$ cat src/sli_led_map.svh
// Timing constants for the status and CAN indicator block.
// Assumes a 250 MHz system clock; counts derive from times in ms.
`ifndef SLI_LED_MAP_SVH
`define SLI_LED_MAP_SVH

`define SLI_CLK_HZ         250000000
`define SLI_FLICKER_MS     50
`define SLI_BLINK_MS       200
`define SLI_FLASH_ON_MS    200
`define SLI_FLASH_OFF_MS   200
`define SLI_GROUP_GAP_MS   1000
`define SLI_MS_CYCLES      (`SLI_CLK_HZ / 1000)
`define SLI_FLICKER_CYC    (`SLI_FLICKER_MS * `SLI_MS_CYCLES)
`define SLI_BLINK_CYC      (`SLI_BLINK_MS * `SLI_MS_CYCLES)
`define SLI_FLASH_CYC      (`SLI_FLASH_ON_MS * `SLI_MS_CYCLES)
`define SLI_GAP_CYC        (`SLI_GROUP_GAP_MS * `SLI_MS_CYCLES)

`endif

$ cat src/sli_pkg.sv
// Types shared by the indicator block.
// Assumes the map header supplies all numeric constants.
package sli_pkg;
   typedef enum logic [2:0] {
      SLI_NMT_INIT    = 3'h0,
      SLI_NMT_STOPPED = 3'h1,
      SLI_NMT_PREOP   = 3'h2,
      SLI_NMT_OPER    = 3'h3,
      SLI_NMT_DLOAD   = 3'h4,
      SLI_NMT_LSS     = 3'h5
   } sli_nmt_t;

   typedef enum logic [1:0] {
      SLI_PH_ON   = 2'b00,
      SLI_PH_OFF  = 2'b01,
      SLI_PH_GAP  = 2'b10
   } sli_phase_t;
endpackage

$ cat src/sli_led.sv
// Front-panel indicator driver: status LED plus CAN run and error LEDs.
// Assumes condition inputs are synchronous to clk_i and held as levels.
`timescale 1ns/1ns
`include "sli_led_map.svh"

module sli_led
   import sli_pkg::*;
#(
   parameter int FLICKER_CYC = `SLI_FLICKER_CYC,
   parameter int BLINK_CYC   = `SLI_BLINK_CYC,
   parameter int FLASH_CYC   = `SLI_FLASH_CYC,
   parameter int GAP_CYC     = `SLI_GAP_CYC
) (
   // Clock and control
   input  wire logic            clk_i,
   input  wire logic            rst_i,
   input  wire logic            ce_i,
   // Controller core condition
   input  wire logic            init_busy_i,
   input  wire logic            init_fault_i,
   input  wire logic            fw_dload_i,
   input  wire logic            startup_done_i,
   // CAN node condition
   input  wire sli_pkg::sli_nmt_t nmt_state_i,
   input  wire logic            err_warn_i,
   input  wire logic            err_guard_i,
   input  wire logic            err_sync_i,
   input  wire logic            bus_off_i,
   // LED drives
   output logic                 stat_green_o,
   output logic                 stat_red_o,
   output logic                 can_green_o,
   output logic                 can_red_o
);
   import sli_pkg::*;

   // ----------------------------------------------------------------
   // Time bases
   // ----------------------------------------------------------------
   localparam int TW = 32;
   // Full-width counters so the one-second gap fits at the system rate;
   // narrower counters would save area but tie the block to slow clocks.

   logic [TW-1:0] flick_cnt;
   logic          flick;
   logic [TW-1:0] blink_cnt;
   logic          blink;

   function automatic logic tick(input logic [TW-1:0] cnt, input int lim);
      tick = (cnt == TW'(lim - 1));
   endfunction

   wire flick_tick = tick(flick_cnt, FLICKER_CYC);
   wire blink_tick = tick(blink_cnt, BLINK_CYC);

   always_ff @(posedge clk_i) begin
      if (rst_i) begin
         flick_cnt <= '0;
         flick     <= 1'b0;
         blink_cnt <= '0;
         blink     <= 1'b0;
      end else if (ce_i) begin
         flick_cnt <= flick_tick ? '0 : flick_cnt + TW'(1);
         blink_cnt <= blink_tick ? '0 : blink_cnt + TW'(1);
         if (flick_tick) flick <= ~flick;
         if (blink_tick) blink <= ~blink;
      end
   end

   // ----------------------------------------------------------------
   // Flash sequencer, one per flash-coded LED
   // ----------------------------------------------------------------
   // Each sequencer runs groups of n flashes then a long gap; n is latched
   // at the gap end, but the flashes are masked once the code falls to zero.
   logic [1:0]    g_want, r_want;
   logic [1:0]    g_num, r_num;
   logic [1:0]    g_idx, r_idx;
   sli_phase_t    g_ph, r_ph;
   logic [TW-1:0] g_cnt, r_cnt;

   function automatic logic [TW-1:0] ph_len(input sli_phase_t ph);
      ph_len = (ph == SLI_PH_GAP) ? TW'(GAP_CYC) : TW'(FLASH_CYC);
   endfunction

   wire g_end = (g_cnt == ph_len(g_ph) - TW'(1));
   wire r_end = (r_cnt == ph_len(r_ph) - TW'(1));

   assign g_want = (nmt_state_i == SLI_NMT_STOPPED) ? 2'h1 :
                   (nmt_state_i == SLI_NMT_DLOAD)   ? 2'h3 : 2'h0;

   assign r_want = err_sync_i  ? 2'h3 :
                   err_guard_i ? 2'h2 :
                   err_warn_i  ? 2'h1 : 2'h0;

   always_ff @(posedge clk_i) begin
      if (rst_i) begin
         g_ph  <= SLI_PH_GAP;
         g_cnt <= '0;
         g_idx <= '0;
         g_num <= '0;
      end else if (ce_i) begin
         g_cnt <= g_end ? '0 : g_cnt + TW'(1);
         if (g_end) begin
            unique case (g_ph)
               SLI_PH_ON: g_ph <= (g_idx + 2'h1 >= g_num) ? SLI_PH_GAP : SLI_PH_OFF;
               SLI_PH_OFF: begin
                  g_ph  <= SLI_PH_ON;
                  g_idx <= g_idx + 2'h1;
               end
               SLI_PH_GAP: begin
                  g_num <= g_want;
                  g_idx <= '0;
                  g_ph  <= (g_want != 2'h0) ? SLI_PH_ON : SLI_PH_GAP;
               end
               default: g_ph <= SLI_PH_GAP;
            endcase
         end
      end
   end

   always_ff @(posedge clk_i) begin
      if (rst_i) begin
         r_ph  <= SLI_PH_GAP;
         r_cnt <= '0;
         r_idx <= '0;
         r_num <= '0;
      end else if (ce_i) begin
         r_cnt <= r_end ? '0 : r_cnt + TW'(1);
         if (r_end) begin
            unique case (r_ph)
               SLI_PH_ON: r_ph <= (r_idx + 2'h1 >= r_num) ? SLI_PH_GAP : SLI_PH_OFF;
               SLI_PH_OFF: begin
                  r_ph  <= SLI_PH_ON;
                  r_idx <= r_idx + 2'h1;
               end
               SLI_PH_GAP: begin
                  r_num <= r_want;
                  r_idx <= '0;
                  r_ph  <= (r_want != 2'h0) ? SLI_PH_ON : SLI_PH_GAP;
               end
               default: r_ph <= SLI_PH_GAP;
            endcase
         end
      end
   end

   wire g_flash = (g_ph == SLI_PH_ON) && (g_want != 2'h0);
   wire r_flash = (r_ph == SLI_PH_ON) && (r_want != 2'h0);

   // ----------------------------------------------------------------
   // LED selection
   // ----------------------------------------------------------------
   logic next_stat_g, next_stat_r, next_can_g, next_can_r;
   wire  lss = (nmt_state_i == SLI_NMT_LSS);

   assign next_stat_r = init_fault_i ? blink : init_busy_i;
   assign next_stat_g = !init_fault_i && !init_busy_i && (fw_dload_i ? flick : 1'b1);

   assign next_can_g = !startup_done_i ? 1'b0 :
                       lss ? flick :
                       (nmt_state_i == SLI_NMT_PREOP) ? blink :
                       (nmt_state_i == SLI_NMT_OPER)  ? 1'b1 : g_flash;

   // Bus-off outranks the LSS flicker, so in that corner both CAN lamps
   // can be lit together; the solid red fault is the more urgent news.
   // bus-off solid red
   assign next_can_r = !startup_done_i ? 1'b0 :
                       bus_off_i ? 1'b1 :
                       lss ? !flick : r_flash;

   always_ff @(posedge clk_i) begin
      if (rst_i) begin
         stat_green_o <= 1'b0;
         stat_red_o   <= 1'b0;
         can_green_o  <= 1'b0;
         can_red_o    <= 1'b0;
      end else if (ce_i) begin
         stat_green_o <= next_stat_g;
         stat_red_o   <= next_stat_r;
         can_green_o  <= next_can_g;
         can_red_o    <= next_can_r;
      end
   end

   // ----------------------------------------------------------------
   // Assertions
   // ----------------------------------------------------------------
   a_stat_solid_green: assert property (@(posedge clk_i) disable iff (rst_i)
      ce_i && !init_fault_i && !init_busy_i && !fw_dload_i |=> stat_green_o && !stat_red_o)
      else $error("status not solid green");
   a_stat_init_red: assert property (@(posedge clk_i) disable iff (rst_i)
      ce_i && !init_fault_i && init_busy_i |=> stat_red_o && !stat_green_o)
      else $error("status not red during init");
   a_stat_fault_flash: assert property (@(posedge clk_i) disable iff (rst_i)
      ce_i && init_fault_i |=> !stat_green_o && (stat_red_o == $past(blink)))
      else $error("fault flash wrong");
   a_can_dark_pre: assert property (@(posedge clk_i) disable iff (rst_i)
      ce_i && !startup_done_i |=> !can_green_o && !can_red_o)
      else $error("CAN LEDs lit before startup");
   a_can_oper_green: assert property (@(posedge clk_i) disable iff (rst_i)
      ce_i && startup_done_i && nmt_state_i == SLI_NMT_OPER |=> can_green_o)
      else $error("green not solid when operational");
   a_can_lss_alt: assert property (@(posedge clk_i) disable iff (rst_i)
      ce_i && startup_done_i && lss && !bus_off_i |=> can_green_o != can_red_o)
      else $error("LSS flicker not alternating");
   a_can_busoff_red: assert property (@(posedge clk_i) disable iff (rst_i)
      ce_i && startup_done_i && bus_off_i |=> can_red_o)
      else $error("red not solid in bus-off");
   a_can_red_quiet: assert property (@(posedge clk_i) disable iff (rst_i)
      ce_i && startup_done_i && !bus_off_i && !lss && r_want == 2'h0 |=> !can_red_o)
      else $error("red lit without bus problem");
   a_red_flash_count: assert property (@(posedge clk_i) disable iff (rst_i)
      r_ph == SLI_PH_ON |-> r_idx < r_num)
      else $error("red flash count exceeded");
   a_flick_period: assert property (@(posedge clk_i) disable iff (rst_i)
      flick_cnt < TW'(FLICKER_CYC))
      else $error("flicker counter overran");

   // ----------------------------------------------------------------
   // Pattern, flash code and freeze assertions
   // ----------------------------------------------------------------
   a_stat_dload_flick: assert property (@(posedge clk_i) disable iff (rst_i)
      ce_i && !init_fault_i && !init_busy_i && fw_dload_i |=>
      !stat_red_o && (stat_green_o == $past(flick)))
      else $error("status not flickering during download");
   a_stat_one_colour: assert property (@(posedge clk_i) disable iff (rst_i)
      !(stat_green_o && stat_red_o))
      else $error("status lit in both colours");
   a_can_init_dark: assert property (@(posedge clk_i) disable iff (rst_i)
      ce_i && startup_done_i && nmt_state_i == SLI_NMT_INIT |=> !can_green_o)
      else $error("green lit while node initializing");
   a_can_preop_blink: assert property (@(posedge clk_i) disable iff (rst_i)
      ce_i && startup_done_i && nmt_state_i == SLI_NMT_PREOP |=>
      can_green_o == $past(blink))
      else $error("green not blinking when pre-operational");
   a_can_lss_red: assert property (@(posedge clk_i) disable iff (rst_i)
      ce_i && startup_done_i && lss && !bus_off_i |=> can_red_o != $past(flick))
      else $error("red not flickering opposite green");

   // Group sizes are checked where a group starts, at the end of a gap
   a_green_one_flash: assert property (@(posedge clk_i) disable iff (rst_i)
      ce_i && g_end && g_ph == SLI_PH_GAP && nmt_state_i == SLI_NMT_STOPPED |=>
      g_ph == SLI_PH_ON && g_num == 2'h1)
      else $error("stopped group is not one flash");
   a_green_three_flash: assert property (@(posedge clk_i) disable iff (rst_i)
      ce_i && g_end && g_ph == SLI_PH_GAP && nmt_state_i == SLI_NMT_DLOAD |=>
      g_ph == SLI_PH_ON && g_num == 2'h3)
      else $error("download group is not three flashes");
   a_green_flash_count: assert property (@(posedge clk_i) disable iff (rst_i)
      g_ph == SLI_PH_ON |-> g_idx < g_num)
      else $error("green flash count exceeded");
   a_red_warn_code: assert property (@(posedge clk_i) disable iff (rst_i)
      ce_i && r_end && r_ph == SLI_PH_GAP && err_warn_i && !err_guard_i && !err_sync_i |=>
      r_ph == SLI_PH_ON && r_num == 2'h1)
      else $error("warning group is not one flash");
   a_red_guard_code: assert property (@(posedge clk_i) disable iff (rst_i)
      ce_i && r_end && r_ph == SLI_PH_GAP && err_guard_i && !err_sync_i |=>
      r_ph == SLI_PH_ON && r_num == 2'h2)
      else $error("guard group is not two flashes");
   a_red_sync_code: assert property (@(posedge clk_i) disable iff (rst_i)
      ce_i && r_end && r_ph == SLI_PH_GAP && err_sync_i |=>
      r_ph == SLI_PH_ON && r_num == 2'h3)
      else $error("SYNC group is not three flashes");

   // Phase lengths bound the visible on, off and gap times
   a_flash_on_len: assert property (@(posedge clk_i) disable iff (rst_i)
      g_ph != SLI_PH_GAP |-> g_cnt < TW'(FLASH_CYC))
      else $error("flash phase overran");
   a_gap_len: assert property (@(posedge clk_i) disable iff (rst_i)
      r_ph == SLI_PH_GAP |-> r_cnt < TW'(GAP_CYC))
      else $error("group gap overran");
   a_blink_period: assert property (@(posedge clk_i) disable iff (rst_i)
      blink_cnt < TW'(BLINK_CYC))
      else $error("blink counter overran");

   // Enable low must freeze the lamps, the flicker time base and both flash counters
   a_freeze_hold: assert property (@(posedge clk_i) disable iff (rst_i)
      !ce_i |=> $stable(stat_green_o) && $stable(stat_red_o) && $stable(can_green_o) &&
      $stable(can_red_o) && $stable(flick_cnt) && $stable(g_cnt) && $stable(r_cnt))
      else $error("state moved while enable low");
endmodule

$ cat config.mk
export PLATFORM = sky130hd
export DESIGN_NAME = sli_led
export DESIGN_NICKNAME = d
export VERILOG_FILES = /design/src/sli_pkg.sv /design/src/sli_led.sv
export VERILOG_INCLUDE_DIRS = /design/src /design/src/src
export SDC_FILE = /design/constraint.sdc
export NUM_CORES = 1
export LEC_CHECK = 0
export BUFFER_PORTS_ARGS = -buffer_cell sky130_fd_sc_hd__buf_2
export CORE_MARGIN = 3
export CORE_UTILIZATION = 35
export DETAILED_ROUTE_END_ITERATION = 8
export HOLD_SLACK_MARGIN = 0.1
export MAX_ROUTING_LAYER = met4
export PLACE_DENSITY = 0.48
export SLEW_MARGIN = 20
export SYNTH_ARGS = -nofsm -noshare
export SYNTH_HDL_FRONTEND = slang
export SYNTH_SLANG_ARGS = --single-unit
$ cat constraint.sdc
create_clock -name clk_i -period 2.9 [get_ports clk_i]
set_input_delay 0.435 -clock clk_i [delete_from_list [all_inputs] [get_ports clk_i]]
set_output_delay 0.435 -clock clk_i [all_outputs]
set_load 0.02 [all_outputs]
==> results.ini <==
[global_route]
grt_use_total_pct=15.56
antenna_found_initial=0
grt_first_pass_wirelength_mm=27.63
overflow=0
grt_pass1_vias=5681
grt_max_degree=32

[clock_network]
clockBufferDepth=2
ctsResizeCount=0
h-tree-depth=4
postCtsSetupBuffers=0
ctsRootBufferMaster=clkbuf_16
numCtsBuffers=17
clk_pin_slew_ps=60
cts_tree=done
postCtsHoldBufs=0
cts.sinks=146
clk_latency_ps=420

[synth]
ys_types=51
yosys.area_share.adder_pct=2.432
synth_flop_cell=dfxtp_1
syn_inst=854
synth-xor-area-share_pct=14.71
yosysWarnings=0
yosysTopAreaCell=dfxtp_1
synth_common_cells=153 x nor2_1, 146 x dfxtp_1, 62 x xnor2_1
synth.net_count=882
synth_async_sr_flop_share_pct=0
yosys-top-cells-area=dfxtp_1 41%, nor2_1 8.0%, xnor2_1 7.5%
ys_ff_latch=146
synth_top_family_by_area=simple AND/OR/NAND/NOR gates
synth.most_common_cell=nor2_1
seq_area_frac_synth_pct=40.58
synth.avg_cell_area_um2=8.435
syn_area_um2=7203
synth_edf_count=0
synth_compound_area_share_pct=4.620
synth-simple-area-share_pct=32.43
synth_top_cell_area_share_pct=40.58
muxShareOfSynthArea_pct=1.668

[timing]
timing.final.crit_period_ps=2435
fin_setup_tns_ps=0
rsz0062_at_grt=false
tightest_slew_ps=593.0
fin_ws_ps=465.0
final_max_slew_viol_count=0
fmax_ghz=0.4107
skew_ps=13.50
slew_headroom_pct=60.47
setup_viol=0
finalCritPeriodShare_pct=83.97
hold_viol_final=0

[power_and_ir_drop]
intPower_uw=3285
peakVddDrop_mv=0.3729
total_power_uw=4322
seqPwrFrac_pct=47.1
leakage_uw=0.002798
p_comb_share_pct=2.6
switching_power_uw=1036
pwr-share-clk_pct=50.3
power_density_nw_per_um2=532.4
swShare_pct=23.98

[worst_setup_path]
slowest_stage=or2_2
timing.rr.end=g_cnt[3]
crit_fanout=31
critPathMaxStageDelay_ps=550
reg2reg_depth=7
r2r_setup_slack_ps=460
cp.depth=7
critPathBufInv=1
crit_start=g_ph[0]
worst_setup_path_end_kind=flop
crit_chain=inv_1 -> ha_1 -> nor4b_1 -> nand4_1 -> a2111oi_4 -> or2_2 -> nor2_1
r2r_start=g_ph[0]
crit_arrival_ps=2710
critPathCapture=g_cnt[3]
crit_required_ps=3180
critical_path_class=flop to flop
critical_path.top_delay_family=simple AND/OR/NAND/NOR gates
cp-start-kind=flop

[routing]
wl_met3_um=386
vias_per_cell=5.159
vias=5876
dr.pass1.iters=5
wl_per_cell_um=14.49
final_antenna_net_count=0
drcViolationCount=0
drt_iter0_drc=378
wl_mm=16.50
top_layer=met4
wl_met1_mm=8.244
wl_met2_mm=7.638

[die]
die_w_um=149.5
ioPinCount=18
dieArea_um2=22340
core_um2=19850
num_rows=51
start_util_pct=36.30
die_y_um=149.5

[status]
status=finished clean

[flow_run]
maxCapViolations=0

[place]
hpwlAfterDp_mm=11.48
portBuffers=17
place_ws_ps=481.3
gp_congestion=0.8091

[hold_path]
hp-class=input pin to flop

[cells_and_area]
drive_gt1_share_pct=8.009
antennaDiodeCount=0
area_delta_synth_final_pct=12.70
final_nets=889

==> worst min path at each step <==
stage | startpoint | to | slack (ps) | cells after the start
floorplan | g_num[1] | g_num[1] | 460 | 2
global placement | r_ph[0] | r_ph[0] | 480 | 2
detailed placement | stat_red_o | stat_red_o | 490 | 2
CTS | startup_done_i | can_green_o | 350 | 3
global route | startup_done_i | can_green_o | 360 | 3
finish | init_busy_i | stat_red_o | 370 | 3
==> tightest hold or removal path, cell delays in order <==
cell      delay, ps
buf_2           110
mux2i_1         120
a211oi_1         80
==> through the flow <==
step | hold slack (ps) | cell area [um2] | util (%) | std cells
floorplan | 460.4 | 7203 | - | 854
global placement | 475.7 | 7536 | 37.97 | 1107
detailed placement | 486.4 | 7536 | 37.97 | 1107
CTS | 347.2 | 8118 | 40.91 | 1139
global route | 359.4 | 8118 | 40.91 | 1139
finish | 368.3 | 8118 | 40.91 | 1139
==> kinds of logic after synthesis <==
logic type                 count (synthesis)
and+or+nand+nor                          449
DFF                                      146
xor gates and xnor gates                 121
buffers and inverters                     65
AOI/OAI and AO/OA                         47
adders and majority gates                 14
muxes                                     12
==> power by group through the flow <==
stage / Clock, uW / Combinational (uW) / Sequential, uW
final: 2170 / 114 / 2040
after global routing: 2310 / 130 / 2040
after CTS: 2230 / 117 / 2030
after detailed placement: 0 / 116 / 2080
after global placement: 0 / 114 / 2080
after floorplan: 0 / 78.2 / 2080
==> cell usage in the layout, fill, tap and decap left out, drive strengths merged, types with 27 or more instances in the layout <==
cell type,instances
xor2,59
nand3,51
nor4,29
nor2,153
inv,33
xnor2,62
nor3,27
nand2,46
nand4,46
dfxtp,146
==> per-layer routing <==
layer	vias to the layer above	GRT usage [%]
met3	19	2.968
li1	2992	-
met4	0	5.400
met2	70	24.07
met5	-	-
met1	2795	20.49
==> state kept, by name (all words and copies together) (netlist names), 32 cells and up <==
signal	count
blink_cnt	32
flick_cnt	32
g_cnt	32
r_cnt	32
==> area by class of cell <==
type                       instances  area (um2)
sequential                       146        2923
inverter                          27       101.3
tap                              265       331.6
timing repair buffer              26       152.6
clock inverter                    14       142.6
clock buffer                      18       439.2
multi-input combinational        643        4028
fill                            2018       11730
(Power assumes the default switching activity.)
